## config.mk

```make
export PLATFORM = sky130hd
export DESIGN_NAME = pcr_pwm_regs
export DESIGN_NICKNAME = d
export VERILOG_FILES = /design/src/core/pcr_pkg.sv /design/src/core/pcr_pwm_regs.sv
export SDC_FILE = /design/constraint.sdc
export NUM_CORES = 1
export LEC_CHECK = 0
export ABC_CLOCK_PERIOD_IN_PS = 6300
export BUFFER_PORTS_ARGS = -buffer_cell sky130_fd_sc_hd__buf_2
export CORE_AREA = 3 3 133 135
export DETAILED_ROUTE_END_ITERATION = 12
export DIE_AREA = 0 0 136 138
export PLACE_DENSITY = 0.64
export SLEW_MARGIN = 20
export SYNTH_ARGS = -nofsm -noshare
export SYNTH_HDL_FRONTEND = slang
export SYNTH_SLANG_ARGS = --single-unit
```

## constraint.sdc

```tcl
create_clock -name sys_clk -period 6.3 [get_ports sys_clk]
set_clock_uncertainty 0.1 [all_clocks]
set_input_delay 0.63 -clock sys_clk [delete_from_list [all_inputs] [get_ports sys_clk]]
set_output_delay 0.63 -clock sys_clk [all_outputs]
set_load 0.1 [all_outputs]
```

## src/core/pcr_pkg.sv

```systemverilog
package pcr_pkg;
	// ==========================================
	// register byte addresses
	localparam logic [7:0] ADDR_IRQ_EN = 8'h00;
	localparam logic [7:0] ADDR_IRQ_FLAG = 8'h04;
	localparam logic [7:0] ADDR_CLK_CTRL = 8'h08;
	localparam logic [7:0] ADDR_LOAD_CTRL = 8'h0c;
	localparam logic [7:0] ADDR_SYNC_CTRL = 8'h10;
	localparam logic [7:0] ADDR_LEAD_HIGH = 8'h14;
	localparam logic [7:0] ADDR_LEAD_LOW = 8'h18;
	localparam logic [7:0] ADDR_DUTY_HIGH = 8'h1c;
	localparam logic [7:0] ADDR_CHAN_CTRL = 8'h20;
	// ==========================================
	// field positions
	localparam int FLAG_OFFSET = 3; // offset match
	localparam int FLAG_LEAD = 2; // lead match
	localparam int FLAG_DUTY = 1; // duty match
	localparam int FLAG_PERIOD = 0; // period match
	localparam int CLK_DIV_LSB = 4;
	localparam int CLK_SRC_LSB = 0;
	localparam int LOAD_ARMED_BIT = 7;
	localparam int LOAD_TRIG_BIT = 6;
	localparam int LOAD_SRC_LSB = 0;
	localparam int SYNC_MODE_LSB = 5;
	localparam int CENTER_DIR_BIT = 4;
	localparam int SYNC_SRC_LSB = 0;
	localparam int CHAN_ON_BIT = 7;
	localparam int CHAN_MODE_LSB = 2;
	// ==========================================
	// reset value and implemented-bit masks
	localparam logic [7:0] REG_RESET = 8'h00;
	localparam logic [7:0] MASK_IRQ = 8'h0f;
	localparam logic [7:0] MASK_CLK = 8'h73;
	localparam logic [7:0] MASK_LOAD = 8'hc3;
	localparam logic [7:0] MASK_SYNC = 8'h73;
	localparam logic [7:0] MASK_CHAN = 8'h8c;
	// ==========================================
	// bus answers
	localparam logic [1:0] RESP_OKAY = 2'h0;
	localparam logic [1:0] RESP_SLVERR = 2'h2;
	// ==========================================
	// field encodings
	typedef enum logic [1:0] {
		CS_SYSTEM, CS_FAST_OSC, CS_SLOW_OSC, CS_RESERVED
	} pcr_clk_src_t;
	typedef enum logic [1:0] {
		SM_INDEPENDENT, SM_SLAVE_START, SM_ONE_SHOT, SM_CONT_RESET
	} pcr_sync_mode_t;
	typedef enum logic [1:0] {
		OM_STANDARD, OM_SET_MATCH, OM_TOGGLE_MATCH, OM_CENTER
	} pcr_out_mode_t;
	// configuration handed to the counter logic
	typedef struct packed {
		pcr_sync_mode_t syncMode; // run mode
		logic syncOnDown; // sync match on down count
		pcr_out_mode_t outMode; // output waveform mode
		logic moduleOn; // channel enabled
	} pcr_cfg_t;
endpackage

```

## src/core/pcr_pwm_regs.sv

```systemverilog
// Design decisions made here: the register offsets and the AXI4-Lite slave port.
module pcr_pwm_regs (
	input wire logic sys_clk, // system clock, 100 MHz
	input wire logic rst_n, // synchronous reset, low
	input wire logic awvalid, // write address valid
	output logic awready, // write address ready
	input wire logic [7:0] awaddr, // write byte address
	input wire logic wvalid, // write data valid
	output logic wready, // write data ready
	input wire logic [31:0] wdata, // write data
	input wire logic [3:0] wstrb, // write byte strobes
	output logic bvalid, // write answer valid
	input wire logic bready, // write answer ready
	output logic [1:0] bresp, // write answer code
	input wire logic arvalid, // read address valid
	output logic arready, // read address ready
	input wire logic [7:0] araddr, // read byte address
	output logic rvalid, // read data valid
	input wire logic rready, // read data ready
	output logic [31:0] rdata, // read data
	output logic [1:0] rresp, // read answer code
	input wire logic [3:0] matchLevel, // offset,lead,duty,period
	input wire logic periodEnd, // period end pulse
	input wire logic fastOscTick, // fast oscillator tick
	input wire logic slowOscTick, // slow oscillator tick
	input wire logic [3:0] reloadTrigIn, // channel 1..4 loads
	input wire logic [3:0] syncMatchIn, // channel 1..4 sync
	output logic irq, // interrupt request
	output logic pwmTick, // divided pwm clock enable
	output logic reloadEvent, // load pulse to counters
	output logic syncStart, // selected sync event
	output logic [15:0] leadCount, // working lead count
	output logic [7:0] dutyHigh, // working duty high byte
	output pcr_pkg::pcr_cfg_t cfg // run configuration
);
	// ==========================================
	// register state
	logic [7:0] irqEnable; // enable bits
	logic [7:0] irqFlag; // sticky flags
	logic [7:0] clkCtrl; // divider and source
	logic [7:0] loadCtrl; // reload arming
	logic [7:0] syncCtrl; // sync mode and source
	logic [7:0] leadHigh; // pending lead bits 15:8
	logic [7:0] leadLow; // pending lead bits 7:0
	logic [7:0] dutyHighPend; // pending duty bits 15:8
	logic [7:0] chanCtrl; // module on and mode
	logic [3:0] matchPrev; // match level last cycle
	logic trigSeen; // selected trigger caught
	logic [6:0] divCnt; // prescaler count
	logic awHeld; // write address stored
	logic wHeld; // write data stored
	logic [7:0] awAddr; // stored write address
	logic [7:0] wByte; // stored write byte
	logic wLane; // low byte lane strobed
	logic wrDo; // perform stored write
	logic [3:0] matchRise; // rising match edges
	logic srcTick; // chosen source tick
	logic doLoad; // reload happens now
	logic moduleOn; // channel enabled
	logic loadArmed; // arming bit
	logic loadOnTrig; // triggered reload mode
	logic [1:0] loadSrc; // reload trigger source
	// ==========================================
	// decoding helpers
	// address hits an implemented register
	function automatic logic mapped(input logic [7:0] a);
		unique case (a)
			pcr_pkg::ADDR_IRQ_EN, pcr_pkg::ADDR_IRQ_FLAG,
			pcr_pkg::ADDR_CLK_CTRL, pcr_pkg::ADDR_LOAD_CTRL,
			pcr_pkg::ADDR_SYNC_CTRL, pcr_pkg::ADDR_LEAD_HIGH,
			pcr_pkg::ADDR_LEAD_LOW, pcr_pkg::ADDR_DUTY_HIGH,
			pcr_pkg::ADDR_CHAN_CTRL: mapped = 1'b1;
			default: mapped = 1'b0;
		endcase
	endfunction
	// write enable for one register
	function automatic logic hit(input logic [7:0] a);
		hit = wrDo && wLane && (awAddr == a);
	endfunction
	// last prescaler count: divide by two to the code
	function automatic logic [6:0] divLast(input logic [2:0] c);
		logic [7:0] n;
		n = 8'h01 << c;
		divLast = 7'(n - 8'h01);
	endfunction
	// ==========================================
	// field views
	assign moduleOn = chanCtrl[pcr_pkg::CHAN_ON_BIT];
	assign loadArmed = loadCtrl[pcr_pkg::LOAD_ARMED_BIT];
	assign loadOnTrig = loadCtrl[pcr_pkg::LOAD_TRIG_BIT];
	assign loadSrc = loadCtrl[pcr_pkg::LOAD_SRC_LSB +: 2];
	assign wrDo = awHeld && wHeld && !bvalid;
	assign matchRise = matchLevel & ~matchPrev;
	// reload when armed at a period end, after the trigger when loadOnTrig is set
	assign doLoad = loadArmed && periodEnd
		&& (!loadOnTrig || trigSeen);
	// ==========================================
	// bus write address channel
	always_ff @(posedge sys_clk) begin
		if (!rst_n) begin
			awready <= 1'b0;
			awHeld <= 1'b0;
			awAddr <= 8'h00;
		end else if (awvalid && awready) begin
			awHeld <= 1'b1; // hold until answered
			awAddr <= awaddr;
			awready <= 1'b0;
		end else if (bvalid && bready) begin
			awHeld <= 1'b0;
			awready <= 1'b1;
		end else if (!awHeld) begin
			awready <= 1'b1;
		end
	end
	// bus write data channel
	always_ff @(posedge sys_clk) begin
		if (!rst_n) begin
			wready <= 1'b0;
			wHeld <= 1'b0;
			wByte <= 8'h00;
			wLane <= 1'b0;
		end else if (wvalid && wready) begin
			wHeld <= 1'b1; // only the low lane is stored
			wByte <= wdata[7:0];
			wLane <= wstrb[0];
			wready <= 1'b0;
		end else if (bvalid && bready) begin
			wHeld <= 1'b0;
			wready <= 1'b1;
		end else if (!wHeld) begin
			wready <= 1'b1;
		end
	end
	// write answer once both halves are in
	always_ff @(posedge sys_clk) begin
		if (!rst_n) begin
			bvalid <= 1'b0;
			bresp <= pcr_pkg::RESP_OKAY;
		end else if (wrDo) begin
			bvalid <= 1'b1;
			bresp <= mapped(awAddr) ? pcr_pkg::RESP_OKAY
				: pcr_pkg::RESP_SLVERR;
		end else if (bready) begin
			bvalid <= 1'b0;
		end
	end
	// ==========================================
	// bus read channel, answer one cycle after address
	always_ff @(posedge sys_clk) begin
		if (!rst_n) begin
			arready <= 1'b0;
			rvalid <= 1'b0;
			rdata <= 32'h0000_0000;
			rresp <= pcr_pkg::RESP_OKAY;
		end else if (arvalid && arready) begin
			arready <= 1'b0;
			rvalid <= 1'b1;
			rresp <= mapped(araddr) ? pcr_pkg::RESP_OKAY
				: pcr_pkg::RESP_SLVERR;
			unique case (araddr)
				pcr_pkg::ADDR_IRQ_EN: rdata <= {24'h0, irqEnable};
				pcr_pkg::ADDR_IRQ_FLAG: rdata <= {24'h0, irqFlag};
				pcr_pkg::ADDR_CLK_CTRL: rdata <= {24'h0, clkCtrl};
				pcr_pkg::ADDR_LOAD_CTRL: rdata <= {24'h0, loadCtrl};
				pcr_pkg::ADDR_SYNC_CTRL: rdata <= {24'h0, syncCtrl};
				pcr_pkg::ADDR_LEAD_HIGH: rdata <= {24'h0, leadHigh};
				pcr_pkg::ADDR_LEAD_LOW: rdata <= {24'h0, leadLow};
				pcr_pkg::ADDR_DUTY_HIGH:
					rdata <= {24'h0, dutyHighPend};
				pcr_pkg::ADDR_CHAN_CTRL: rdata <= {24'h0, chanCtrl};
				default: rdata <= 32'h0000_0000; // unmapped
			endcase
		end else if (rvalid && rready) begin
			rvalid <= 1'b0;
			arready <= 1'b1;
		end else if (!rvalid) begin
			arready <= 1'b1;
		end
	end
	// ==========================================
	// plain control registers, unimplemented bits read 0
	always_ff @(posedge sys_clk) begin
		if (!rst_n) begin
			irqEnable <= pcr_pkg::REG_RESET;
			clkCtrl <= pcr_pkg::REG_RESET;
			syncCtrl <= pcr_pkg::REG_RESET;
			chanCtrl <= pcr_pkg::REG_RESET;
		end else begin
			if (hit(pcr_pkg::ADDR_IRQ_EN))
				irqEnable <= wByte & pcr_pkg::MASK_IRQ;
			if (hit(pcr_pkg::ADDR_CLK_CTRL))
				clkCtrl <= wByte & pcr_pkg::MASK_CLK;
			if (hit(pcr_pkg::ADDR_SYNC_CTRL))
				syncCtrl <= wByte & pcr_pkg::MASK_SYNC;
			if (hit(pcr_pkg::ADDR_CHAN_CTRL))
				chanCtrl <= wByte & pcr_pkg::MASK_CHAN;
		end
	end
	// pending count bytes, written freely by software
	always_ff @(posedge sys_clk) begin
		if (!rst_n) begin
			leadHigh <= pcr_pkg::REG_RESET;
			leadLow <= pcr_pkg::REG_RESET;
			dutyHighPend <= pcr_pkg::REG_RESET;
		end else begin
			if (hit(pcr_pkg::ADDR_LEAD_HIGH))
				leadHigh <= wByte;
			if (hit(pcr_pkg::ADDR_LEAD_LOW))
				leadLow <= wByte;
			if (hit(pcr_pkg::ADDR_DUTY_HIGH))
				dutyHighPend <= wByte;
		end
	end
	// ==========================================
	// match flags: hardware set beats software clear
	always_ff @(posedge sys_clk) begin
		if (!rst_n) begin
			matchPrev <= 4'h0;
			irqFlag <= pcr_pkg::REG_RESET;
		end else begin
			matchPrev <= matchLevel;
			if (!moduleOn)
				irqFlag <= pcr_pkg::REG_RESET;
			else if (hit(pcr_pkg::ADDR_IRQ_FLAG))
				irqFlag <= (wByte & pcr_pkg::MASK_IRQ)
					| {4'h0, matchRise};
			else
				irqFlag <= irqFlag | {4'h0, matchRise};
		end
	end
	// interrupt line from enabled flags
	always_ff @(posedge sys_clk) begin
		if (!rst_n)
			irq <= 1'b0;
		else
			irq <= |(irqFlag & irqEnable);
	end
	// ==========================================
	// reload arming; a software write wins over the clear
	always_ff @(posedge sys_clk) begin
		if (!rst_n) begin
			loadCtrl <= pcr_pkg::REG_RESET;
		end else if (hit(pcr_pkg::ADDR_LOAD_CTRL)) begin
			loadCtrl <= wByte & pcr_pkg::MASK_LOAD;
		end else if (doLoad) begin
			loadCtrl[pcr_pkg::LOAD_ARMED_BIT] <= 1'b0;
		end
	end
	// catch the chosen sibling trigger while armed
	always_ff @(posedge sys_clk) begin
		if (!rst_n)
			trigSeen <= 1'b0;
		else if (!loadArmed || doLoad)
			trigSeen <= 1'b0;
		else if (loadOnTrig && reloadTrigIn[loadSrc])
			trigSeen <= 1'b1;
	end
	// transfer every pending count at one load
	always_ff @(posedge sys_clk) begin
		if (!rst_n) begin
			leadCount <= 16'h0000;
			dutyHigh <= 8'h00;
			reloadEvent <= 1'b0;
		end else begin
			reloadEvent <= doLoad;
			if (doLoad) begin
				leadCount <= {leadHigh, leadLow};
				dutyHigh <= dutyHighPend;
			end
		end
	end
	// ==========================================
	// clock source choice, reserved code gives no tick
	always_comb begin
		unique case (pcr_pkg::pcr_clk_src_t'(
			clkCtrl[pcr_pkg::CLK_SRC_LSB +: 2]))
			pcr_pkg::CS_SYSTEM: srcTick = 1'b1;
			pcr_pkg::CS_FAST_OSC: srcTick = fastOscTick;
			pcr_pkg::CS_SLOW_OSC: srcTick = slowOscTick;
			pcr_pkg::CS_RESERVED: srcTick = 1'b0;
		endcase
	end
	// prescaler: one pwm tick every two-to-the-code ticks
	always_ff @(posedge sys_clk) begin
		if (!rst_n) begin
			divCnt <= 7'h00;
			pwmTick <= 1'b0;
		end else if (srcTick) begin
			if (divCnt >= divLast(
				clkCtrl[pcr_pkg::CLK_DIV_LSB +: 3])) begin
				divCnt <= 7'h00;
				pwmTick <= 1'b1;
			end else begin
				divCnt <= divCnt + 7'h01;
				pwmTick <= 1'b0;
			end
		end else begin
			pwmTick <= 1'b0;
		end
	end
	// ==========================================
	// sync selection and run configuration
	always_ff @(posedge sys_clk) begin
		if (!rst_n) begin
			syncStart <= 1'b0;
			cfg <= '0;
		end else begin
			syncStart <= syncMatchIn[
				syncCtrl[pcr_pkg::SYNC_SRC_LSB +: 2]]
				&& (syncCtrl[pcr_pkg::SYNC_MODE_LSB +: 2]
				!= pcr_pkg::SM_INDEPENDENT);
			cfg.syncMode <= pcr_pkg::pcr_sync_mode_t'(
				syncCtrl[pcr_pkg::SYNC_MODE_LSB +: 2]);
			cfg.outMode <= pcr_pkg::pcr_out_mode_t'(
				chanCtrl[pcr_pkg::CHAN_MODE_LSB +: 2]);
			cfg.syncOnDown <= syncCtrl[pcr_pkg::CENTER_DIR_BIT]
				&& (chanCtrl[pcr_pkg::CHAN_MODE_LSB +: 2]
				== pcr_pkg::OM_CENTER);
			cfg.moduleOn <= moduleOn;
		end
	end
endmodule

```

=== Yosys cells after proc, flatten, opt, wreduce, memory -nomap -nowiden ===
Cells that the tools add are included.

* Word-level logic and storage cells: 148
* Register bits after elaboration: 159

* Equality and inequality tests: 23
* $add $sub $neg: 2
* Mux-type cells: 32
* Bitwise logic cells: 6
* Magnitude comparators: 3
* Reduce and logical (&&, ||, !) cells: 45
* Shift operators: 1

{| class="wikitable"
|+ Operator list
! operator !! number
|-
| $pmux 8 s9 || 1
|-
| $eq 8x5->1 const B || 8
|-
| $eq 8x4->1 const B || 4
|-
| $mux 1 || 24
|-
| $logic_and 1x1->1 || 22
|-
| $reduce_or 9->1 || 2
|-
| $eq 8x3->1 const B || 2
|-
| $eq 8x6->1 const B || 2
|-
| $logic_not 8->1 || 2
|-
| $reduce_bool 2->1 || 6
|-
| $and 8x4->8 || 1
|-
| $mux 8 || 1
|-
| $or 8x4->8 || 1
|-
| $reduce_or 2->1 || 4
|-
| $reduce_or 8->1 || 1
|-
| $add 7x1->7 const B || 1
|-
| $ge 7x7->1 || 1
|-
| $mux 7 || 1
|-
| $shl 1x3->7 const A || 1
|-
| $sub 7x1->7 const B || 1
|-
| $eq 2x2->1 const B || 3
|-
| $lt 2x3->1 const B || 2
|-
| $ne 2x1->1 const B || 3
|-
| $and 4x4->4 || 1
|-
| other kinds (11) || 17
|}

=== Logic depth before layout (Yosys ltp) ===
Gate-level depths: netlist (run 1).

* Word-level depth: 6
* Gate-level depth with buffers: 14

=== Least setup slack after synthesis (run 1) ===
Ideal clock, no wire load.

* Kind: register -> register
* From: register clkCtrl[4]
* To: register divCnt[1]
* Data required time: 6,128 ps
* Cell stages (with the launch flop): 14
* Arrival: 2,662 ps
* Path slack: 3,467 ps
* Path buffers: 2
* Library setup time: 72 ps
* Path through: dfxtp_1 -> clkbuf_1 -> or3_1 -> ha_1 -> buf_1 -> nor3_1 -> a21o_1 -> a21oi_1 -> ha_1 -> a21o_1 -> a21o_1 -> a221oi_1 -> o21ai_1 -> a21oi_1

* Longest elaborated chain between the ends: 4

{| class="wikitable"
|+ RTL lines
! element !! line !! source
|-
| start, declared || pcr_pwm_regs.sv:40 || <nowiki>logic [7:0] clkCtrl;</nowiki>
|-
| start signal, assigned || pcr_pwm_regs.sv:185 || <nowiki>clkCtrl <= pcr_pkg::REG_RESET;</nowiki>
|-
| start signal, assigned || pcr_pwm_regs.sv:192 || <nowiki>clkCtrl <= wByte & pcr_pkg::MASK_CLK;</nowiki>
|-
| $shl 1x3->7 || pcr_pwm_regs.sv:83 || <nowiki>n = 8'h01 << c;</nowiki>
|-
| $sub 7x1->7 || pcr_pwm_regs.sv:84 || <nowiki>divLast = 7'(n - 8'h01);</nowiki>
|-
| $ge 7x7->1 || pcr_pwm_regs.sv:289 || <nowiki>if (divCnt >= divLast(</nowiki>
|-
| $mux 7 || pcr_pwm_regs.sv:289 ||
|-
| end signal, assigned || pcr_pwm_regs.sv:294 || <nowiki>divCnt <= divCnt + 7'h01;</nowiki>
|-
| end, declared || pcr_pwm_regs.sv:49 || <nowiki>logic [6:0] divCnt;</nowiki>
|}

No other way between the ends.
A chain may end at the register's enable or synchronous reset.

=== Worst setup path in the final report (run 1) ===
Ends and elaborated chain as after synthesis.

==> results of run 1 <==
[sequential cells by signal (all words and copies together), names as in the netlist, 6 cells and up]
register	cells
divCnt	7
cfg	6
leadCount	16
leadHigh	8
dutyHighPend	8
rdata	8
dutyHigh	8
wByte	8
awAddr	8
leadLow	8
[critical path: stages (launching register included)]
cell and delay, ns:
dfxtp_1 0.39, or3_1 0.43, ha_1 0.28, nor3_1 0.16, a21o_1 0.10, a21oi_1 0.07
ha_1 0.30, a21o_1 0.16, a21o_1 0.17, a221oi_1 0.36, o21ai_1 0.24, a21oi_1 0.17
[path summary, 6_finish.rpt]
path | start | end | slack (ns) | cells after the start
setup / recovery | clkCtrl[4] | divCnt[1] | 3.30 | 11
hold reg to reg | rdata[1] | rdata[1] | 0.34 | 2
hold / removal | matchLevel[2] | matchPrev[2] | 0.34 | 2
setup reg to reg | clkCtrl[4] | divCnt[1] | 3.30 | 11
[stage by stage]
stage,hold WS (ns),cell area (um2),cells
final,0.335,6880,934
after global placement,0.332,6310,903
after CTS,0.319,6880,934
after global routing,0.327,6880,934
after floorplan,0.343,5900,651
after detailed placement,0.341,6310,903
[routing by layer]
metal  up-vias  GRT usage (%)  part of all wire [%]
li1       2235              -                     -
met1      2012           21.2                    50
met2        93           22.3                    44
met3        18           4.03                   4.2
met4         0           5.31                   1.8
met5         -              0                     0
[cell families (layout without fill, tap and decap cells)]
family / after synthesis / after routing / synth area share [%]
xor gates and xnor gates: 8 / 8 / 1.21
buffers and inverters: 70 / 133 / 6.42
AOI/OAI and AO/OA: 104 / 104 / 12.6
DFF: 129 / 129 / 44.5
muxes: 62 / 62 / 11.9
adders and majority gates: 9 / 9 / 1.94
and+or+nand+nor: 243 / 243 / 21.3
other: 1 / 26 / 0.0646
[where the power goes]
part	switching, mW	total (mW)	internal, mW
combinational	0.128	0.161	0.0336
clock	0.357	0.954	0.596
sequential	0.0148	0.842	0.827
[synthesized netlist by cell type (3+ instances only)]
cell type,count
nand2b_1,8
o21ai_0,9
nand2_1,115
and3_1,5
xor2_1,6
ha_1,9
buf_2,4
and2_1,12
nor3_1,3
or3_1,4
inv_1,6
clkbuf_1,31
nor2_1,25
mux2_2,8
mux4_2,5
a21oi_1,13
nor2b_1,46
o21ai_1,3
a22o_1,6
nand3_1,7
buf_4,28
mux2i_1,49
o21a_1,3
a21o_1,3
o211a_1,3
a21boi_0,47
dfxtp_1,129
a22oi_1,9
nand4_1,5
[area by class of cell]
cell class,instances,area [um2],share of cell area [%]
timing repair buffer,96,483,7.02
inverter,6,22.5,0.327
tap,220,275,4.00
clock inverter,11,114,1.65
sequential,129,2580,37.5
multi-input combinational,452,2950,42.8
clock buffer,20,457,6.64
==> results by group, run 1 <==
Logic synthesis
  • Share of the synthesized area in the top cell type: around 44%
  • Post-Syn Area: ~5800 um2
  • Distinct cells, synth: 50
  • Largest cells by area after synthesis: dfxtp_1 (44%), mux2i_1 (8.4%), nand2_1 (7.4%), a21boi_0 (6.1%), nor2b_1 (5.0%)
  • Sequential area share after synthesis: 44.5%
  • Ys Warns: 0
  • Post-synth EDFFs: 0
  • Async set or reset register ratio after synthesis: 0%
  • Mean Syn Cell Area: 9.28 um2
  • Ys flop type: dfxtp_1
  • Post-Synthesis Cells: 626
  • Leading area contributor after synthesis: dfxtp_1
  • Yosys reg bits: about 130

Routing
  • Starting DRC count in detailed routing: ~250
  • Vias per cell: 4.67
  • Avg WL per Cell: about 15 um
  • # DRC: 0
  • Initial DRT Pass Iterations: 4
  • Vias: about 4,400
  • Final WL: around 14,000 um
  • Final ANT Viol Nets: 0

Final layout
  • Most frequent cells in the layout: dfxtp_1 (129), nand2_1 (115), buf_2 (95)
  • Share of layout cells above drive strength 1: approximately a fifth
  • Syn-to-layout area delta: 18.5%
  • Core Util, Final: approximately 41%
  • Layout fillers: around 1,700
  • Most common cell after layout, fill and taps aside: dfxtp_1
  • Nets@finish: a little under 800
  • Antenna diodes: 0

Worst setup path
  • Data arrival time of the critical path: approximately 3.2 ns
  • Worst setup EP type: register
  • Worst-path fanout max: 8
  • Required time worst endpoint: about 6.5 ns
  • Setup CP Type: register to register
  • Startpoint Class: register

Clocking
  • Insertion delay to the later sink of the worst-skew pair: between 0.4 and 0.5 ns
  • TritonCTS clock tree: built
  • Post-CTS setup buffer count: 0
  • CTS clk-pin slew, worst paths: about 0.060 ns
  • H-tree levels: 4
  • Total CTS buffers: 17
  • Cts hold-fix bufs: 0
  • CTS Sinks: ~130
  • Post-cts resize count: 0
  • Clock Path Buffers: 2
  • Root buf cell: clkbuf_16

STA
  • Slew margin rel.: 36.2%
  • Slew Viols, Final: 0
  • TNS Setup: 0 ns
  • Fin crit share: ~48%
  • Tmin final: approximately 3 ns
  • Achievable clock frequency: approximately 0.33 GHz
  • Hold Vio Cnt, Final: 0
  • Min setup slack post-route: between 3 and 4 ns
  • RSZ-0062 raised after global routing: false
  • Final setup fails: 0
  • Worst slew pin tran: around 0.95 ns

Floorplan
  • IO Pins: between 100 and 150
  • Die Height: about 140 um
  • Row count: 47
  • Starting Density: 35.0%
  • Die W: 136 um
  • Die area: 18,800 um2
  • Core area: around 17,000 um2

GRT
  • Vias in the first global route: roughly 4,000
  • Pin count of the biggest net entering global routing: approximately 100
  • Initial antenna violation count: 0
  • First-pass GRT wire length: around 22,000 um
  • Aggregate global-route resource usage: 15.1%
  • Grt ovf: 0

Flow run
  • Max cap viols: 0

Placed design
  • IO buf count: between 90 and 100
  • Placer Congestion: approximately 0.77
  • DP Worst Slack: between 3 and 4 ns
  • Hpwl dp: 10,000 um

Power
  • Maximum VDD drop: around 0.20 mV
  • Power per cell area: ~280 nW/um2
  • Power Total: between 1.5 and 2 mW
  • Leak Pwr: 2.82 nW

Min path
  • Worst hold-check path type: input port to register

Outcome
  • Outcome: finished, final reports clean
Note: power is estimated with default switching activity, not from simulation.
==> run 2, diff against run 1 <==
Settings changed: ABC_CLOCK_PERIOD_IN_PS 6300 to 2800.
Clock period 6.3 ns to 2.8 ns, I/O delays scaled along.
==> results by group, run 2 (synthesis gave the netlist of run 1 again) <==
Outcome
  • Outcome: finished, final reports clean

Final layout
  • Area used by multi-input combinational logic: 3000 um2 (+1.7%)
  • FF+latch area: 2580 um2 (unchanged)
  • Share of layout cells above drive strength 1: 21.4% (+0.65 points)
  • Syn-to-layout area delta: 21.4%
  • Most common cell after layout, fill and taps aside: dfxtp_1
  • Max FFs per register: 16 (unchanged)
  • Fin area: 7050 um2 (+2.5%)
  • Nets@finish: 797 (+1.5%)
  • Layout fillers: 1,637 (-2.8%)
  • Finished Layout Cells: 945 (+1.2%)
  • Core Util, Final: 42.5% (+1.0 points)
  • Top reg by flops: leadCount
  • Antenna diodes: 0 (unchanged)
  • Most frequent cells in the layout: dfxtp_1 (129), nand2_1 (115), buf_2 (95)

Placed design
  • Placer Congestion: 0.766 (-0.13%)
  • Hpwl dp: 10,100 um (+1.0%)
  • Placed insts: 909 (+0.66%)
  • Post-Place Cell Area: 6360 um2 (+0.87%)
  • IO buf count: 95 (unchanged)

Routing
  • Vias per cell: 4.69 (+0.60%)
  • Initial DRT Pass Iterations: 4 (unchanged)
  • Starting DRC count in detailed routing: 211 (-16%)
  • Vias: 4,436 (+1.8%)
  • Final WL: 14,100 um (+1.4%)
  • Avg WL per Cell: 14.9 um (+0.25%)
  • Final ANT Viol Nets: 0 (unchanged)
  • # DRC: 0 (unchanged)

Worst setup path
  • Worst setup EP type: register
  • Worst-path fanout max: 7 (-1)
  • Worst Setup SP: clkCtrl[6]
  • Data arrival time of the critical path: 2.92 ns (-0.32 ns)
  • Startpoint Class: register
  • Bufs and invs on worst path: 0 (unchanged)
  • Crit-path most repeated cell: a21o_1
  • RR Startpoint: clkCtrl[6]
  • Slowest stage delay, CP: 0.38 ns (-0.05 ns)
  • Setup CP Type: register to register
  • Required time worst endpoint: 3.04 ns (-3.50 ns)
  • Delay-heaviest family, CP: compound AO/OA/AOI/OAI gates
  • CP Cell Sequence: or3_4 > ha_4 > a21o_1 > a21oi_1 > ha_1 > a21o_1 > a21o_1 > a221oi_4 > o21ai_4 > a21oi_1
  • Slowest CP cell: dfxtp_1

STA
  • Achievable clock frequency: 0.373 GHz (+12%)
  • Slew Viols, Final: 0 (unchanged)
  • Tmin final: 2.68 ns (-0.313 ns)
  • Slew margin rel.: 62.3% (+26 points)
  • Hold Vio Cnt, Final: 0 (unchanged)
  • Final setup fails: 0 (unchanged)
  • Worst slew pin tran: 0.564 ns (-0.391 ns)
  • Hold_ws: 0.0179 ns (-0.317 ns)
  • Fin crit share: 95.8% (+48 points)

Clocking
  • Clock Path Buffers: 2 (unchanged)
  • H-tree levels: 4 (unchanged)
  • Insertion delay to the later sink of the worst-skew pair: 0.41 ns (about the same)
  • Root buf cell: clkbuf_16
  • TritonCTS clock tree: built
  • CTS clk-pin slew, worst paths: 0.05 ns (about the same)
  • Total CTS buffers: 17 (unchanged)
  • CTS Sinks: 129 (unchanged)
  • Post-CTS setup buffer count: 0 (unchanged)

GRT
  • GR Layer Usage met3: 4.14% (+0.11 points)
  • Vias in the first global route: 4,247 (+3.4%)
  • Initial antenna violation count: 0 (unchanged)
  • First-pass GRT wire length: 22,400 um (+0.49%)
  • Met2 Usage GRT: 23.4% (+1.0 points)
  • Aggregate global-route resource usage: 15.1% (+0.038 points)
  • GRT busiest layer: met2
  • Met1 GRT Util: 20.6% (-0.60 points)
  • Grt ovf: 0 (unchanged)
  • Pin count of the biggest net entering global routing: 61 (-40%)

Power
  • NetSw: 1.08 mW (+120%)
  • Leak Pwr: 2.89 nW (+2.3%)
  • Power per cell area: 634 nW/um2 (+120%)
  • Internal power: 3.40 mW (+130%)
  • Combinational Power Share: 8.3% (about the same)
  • Sequential power share: 42.3% (-0.7 points)
  • Maximum VDD drop: 0.448 mV (+130%)
  • Sw Share: 24.1% (-1.5 points)
  • Clock Power Share: 49.4% (+0.7 points)

Floorplan
  • IO Pins: 149 (unchanged)
  • Row count: 47 (unchanged)
  • Die Height: 138 um (unchanged)
  • Die area: 18,800 um2 (unchanged)
  • Starting Density: 35.0% (unchanged)
  • Core area: 16,600 um2 (unchanged)
  • Die W: 136 um (unchanged)

Min path
  • Hold Crit Start: awaddr[1]
  • Worst hold-check path type: input port to register

Flow run
  • Max cap viols: 0 (unchanged)
run 2: worst paths after layout:
check / cells after the start / slack [ns] / to
setup / recovery: 10 / 0.12 / divCnt[1]
hold / removal: 3 / 0.02 / awAddr[1]
setup reg to reg: 10 / 0.12 / divCnt[1]
hold reg to reg: 2 / 0.35 / rdata[6]
run 2: per-layer routing:
metal	share of wire (%)	vias up	wire length [um]
li1	-	2261	-
met1	47	2054	6710
met2	46	104	6530
met3	4.8	17	679
met4	1.5	0	206
met5	0	-	0
run 2: layout make-up:
| class | instances | area share, % |
|---|---|---|
| Tap cell | 220 | 3.90 |
| Clock buffer | 24 | 6.83 |
| Timing Repair Buffer | 108 | 8.34 |
| Multi-Input combinational cell | 452 | 42.5 |
| Sequential cell | 129 | 36.6 |
| Clock inverter | 6 | 1.49 |
| Inverter | 6 | 0.319 |
run 2: power by group through the flow:
stage               Clock (mW)  Combinational [mW]  Sequential, mW
finish                    2.21               0.371            1.89
floorplan                    0               0.290            1.96
CTS                       2.26               0.372            1.89
detailed placement           0               0.364            1.93
global route              2.34               0.393            1.90
global placement             0               0.363            1.93
run 2: tightest hold or removal path, delay by kind of cell:
family	cells	cell delay, ns
AND/OR/NAND/NOR	1	0.04
AO/OA/AOI/OAI	1	0.06
buffers and inverters	1	0.10
run 2: what timing repair did:
item	4_1_cts	5_1_grt
gates resized for setup	0	6
hold endpoints to repair	6	0
hold buffers	6	0
endpoints found under the setup margin	0	7
run 2: per-stage QoR:
step                      setup WS (ns)  total power [mW]  setup TNS (ns)
after floorplan                  0.0666              2.25               0
after CTS                        0.0828              4.53               0
after detailed placement          0.105              2.30               0
after global routing            -0.0453              4.63          -0.130
after global placement            0.136              2.30               0
final                             0.117              4.48               0
==> run 3, diff against run 2 <==
Settings changed: ABC_CLOCK_PERIOD_IN_PS 2800 to 2200, PLACE_DENSITY 0.64 to 0.66.
Clock period 2.8 ns to 2.2 ns, I/O delays scaled along.
==> results by group, run 3 (synthesis gave the netlist of run 1 again) <==
Final layout
  • Core Util, Final: 43.8% (+1.3 points)
  • Share of layout cells above drive strength 1: 22.9% (+1.5 points)
  • Top reg by flops: leadCount
  • Most common cell after layout, fill and taps aside: dfxtp_1
  • Antenna diodes: 0 (unchanged)
  • Max FFs per register: 16 (unchanged)
  • Nets@finish: 826 (+3.6%)
  • Area used by multi-input combinational logic: 2990 um2 (-0.42%)
  • Finished Layout Cells: 975 (+3.2%)
  • Syn-to-layout area delta: 25.2%
  • Layout fillers: 1,650 (+0.79%)
  • FF+latch area: 2580 um2 (about the same)
  • Most frequent cells in the layout: dfxtp_1 (127), nand2_1 (115), buf_2 (95)

STA
  • Hold Vio Cnt, Final: 0 (unchanged)
  • Tmin final: 2.53 ns (-0.154 ns)
  • Hold_ws: 0.0202 ns (+0.00225 ns)
  • RSZ-0062 raised after global routing: true
  • Min setup slack post-route: -0.329 ns (-0.446 ns)
  • Slew Viols, Final: 0 (unchanged)
  • Fin crit share: 115% (+19 points)
  • Achievable clock frequency: 0.395 GHz (+6.1%)
  • Final setup fails: 8 (+8)

Placed design
  • Placed insts: 921 (+1.3%)
  • DP Worst Slack: -0.338 ns (-0.444 ns)
  • IO buf count: 95 (unchanged)
  • Placer Congestion: 0.801 (+4.6%)
  • Hpwl dp: 10,400 um (+2.6%)

Outcome
  • Failing checks: setup timing
  • Outcome: finished, violations left

Power
  • Power per cell area: 756 nW/um2 (+19%)
  • Maximum VDD drop: 0.553 mV (+23%)
  • Combinational Power Share: 9.1% (+0.8 points)
  • Leak Pwr: 2.99 nW (+3.6%)
  • Power Total: 5.50 mW (+23%)
  • Clock Power Share: 47.1% (-2.3 points)
  • NetSw: 1.43 mW (+33%)
  • Sequential power share: 43.8% (+1.5 points)
  • Sw Share: 26.0% (+1.9 points)
  • Internal power: 4.07 mW (+20%)

Worst setup path
  • Data arrival time of the critical path: 2.77 ns (-0.15 ns)
  • Worst-path fanout max: 7 (unchanged)
  • Required time worst endpoint: 2.44 ns (-0.60 ns)
  • Setup CP Type: register to register
  • CP Cell Sequence: or3_4 > ha_4 > nor3_2 > a21o_1 > a21oi_2 > ha_1 > a21o_1 > a21o_1 > a221oi_2 > o21ai_2 > a21oi_1
  • Reg-to-reg slack, setup: -0.33 ns (-0.45 ns)
  • Crit-path most repeated cell: a21o_1
  • Worst Reg-to-Reg Cells: 11 (+1)
  • Slowest stage delay, CP: 0.40 ns (+0.02 ns)
  • RR Startpoint: clkCtrl[4]
  • Startpoint Class: register
  • FF-to-FF End: divCnt[1]
  • Stages on worst setup path: 11 (+1)
  • Delay-heaviest family, CP: compound AO/OA/AOI/OAI gates
  • Worst setup EP type: register
  • Bufs and invs on worst path: 0 (unchanged)
  • Slowest CP cell: or3_4

Clocking
  • CTS clk-pin slew, worst paths: 0.06 ns (about the same)
  • Insertion delay to the later sink of the worst-skew pair: 0.42 ns (about the same)
  • Total CTS buffers: 17 (unchanged)
  • Root buf cell: clkbuf_16
  • H-tree levels: 4 (unchanged)
  • CTS Sinks: 129 (unchanged)
  • TritonCTS clock tree: built
  • Clock Path Buffers: 2 (unchanged)

Floorplan
  • Row count: 47 (unchanged)
  • Die W: 136 um (unchanged)
  • Die Height: 138 um (unchanged)
  • Core area: 16,600 um2 (unchanged)
  • Starting Density: 35.0% (unchanged)
  • IO Pins: 149 (unchanged)
  • Die area: 18,800 um2 (unchanged)

GRT
  • Aggregate global-route resource usage: 15.4% (+0.24 points)
  • Initial antenna violation count: 0 (unchanged)
  • Grt ovf: 0 (unchanged)
  • First-pass GRT wire length: 22,800 um (+1.5%)
  • Vias in the first global route: 4,471 (+5.3%)
  • Pin count of the biggest net entering global routing: 34 (-44%)

Routing
  • Avg WL per Cell: 14.6 um (-2.3%)
  • Vias: 4,583 (+3.3%)
  • # DRC: 0 (unchanged)
  • Starting DRC count in detailed routing: 264 (+25%)
  • Final WL: 14,200 um (+0.81%)
  • Vias per cell: 4.70 (+0.13%)
  • Final ANT Viol Nets: 0 (unchanged)
  • Initial DRT Pass Iterations: 4 (unchanged)

Min path
  • Hold Path Sink: rvalid
  • Worst hold-check path type: input port to register
  • Hold Crit Depth: 3 (unchanged)
  • Hold Crit Start: rready

Flow run
  • Max cap viols: 0 (unchanged)
## run 3: changes by cell type in the layout (fill, tap and decap cells not counted), sizes merged
cell and change:
clkbuf -2, clkinvlp +3, dlygate4sd3 +16, clkinv +1
bufinv -2, buf +13, inv +1
## run 3: area by class of cell
type	count	area share, %
clock buffer	22	6.25
multi-input combinational	452	41.1
timing repair buffer	137	11.9
sequential	129	35.6
clock inverter	9	1.17
tap	220	3.79
inverter	6	0.310
## run 3: power groups by stage
stage	sequential (mW)	combinational, mW	clock (mW)
3_5_place_dp	2.46	0.468	0
4_1_cts	2.41	0.500	2.64
6_report	2.41	0.498	2.59
2_1_floorplan	2.50	0.369	0
3_3_place_gp	2.46	0.466	0
5_1_grt	2.41	0.529	2.74
## run 3: through the flow
stage	cell area (um2)	TNS (ns)
final	7270	-2.32
after detailed placement	6490	-2.56
after CTS	7260	-2.40
after global placement	6490	-2.22
after floorplan	5950	-3.05
after global routing	7270	-3.33
## run 3: worst max-delay path by stage
stage	start	to
3_3_place_gp	clkCtrl[6]	divCnt[1]
3_5_place_dp	clkCtrl[6]	divCnt[1]
5_1_grt	clkCtrl[6]	divCnt[1]
4_1_cts	clkCtrl[4]	divCnt[1]
2_1_floorplan	clkCtrl[5]	divCnt[1]
6_report	clkCtrl[4]	divCnt[1]
## run 3: worst reg2reg max path, stage by stage (launching register included)
cell and delay (ns):
dfxtp_2 0.31, or3_4 0.40, ha_4 0.18, nor3_2 0.09, a21o_1 0.11, a21oi_2 0.05
ha_1 0.30, a21o_1 0.17, a21o_1 0.16, a221oi_2 0.28, o21ai_2 0.17, a21oi_1 0.14
## run 3: repair_timing
| action | 4_1_cts | 5_1_grt |
|---|---|---|
| resized for setup | 2 | 2 |
| setup endpoints to repair | 8 | 8 |
| hold buffers | 22 | 0 |
| hold endpoints to repair | 26 | 0 |
| buffers inserted | 1 | 0 |
| gates cloned | 0 | 0 |
| pin swaps | 12 | 4 |
## run 3: routing by layer
layer  part of all wire, %  wire (um)  GRT usage, %  up-vias
met2                    46       6540          24.0      112
met5                     0          0             0        -
met1                    47       6730          20.4     2137
li1                      -          -             -     2316
met4                   1.8        258          5.31        0
met3                   5.0        710          4.47       18
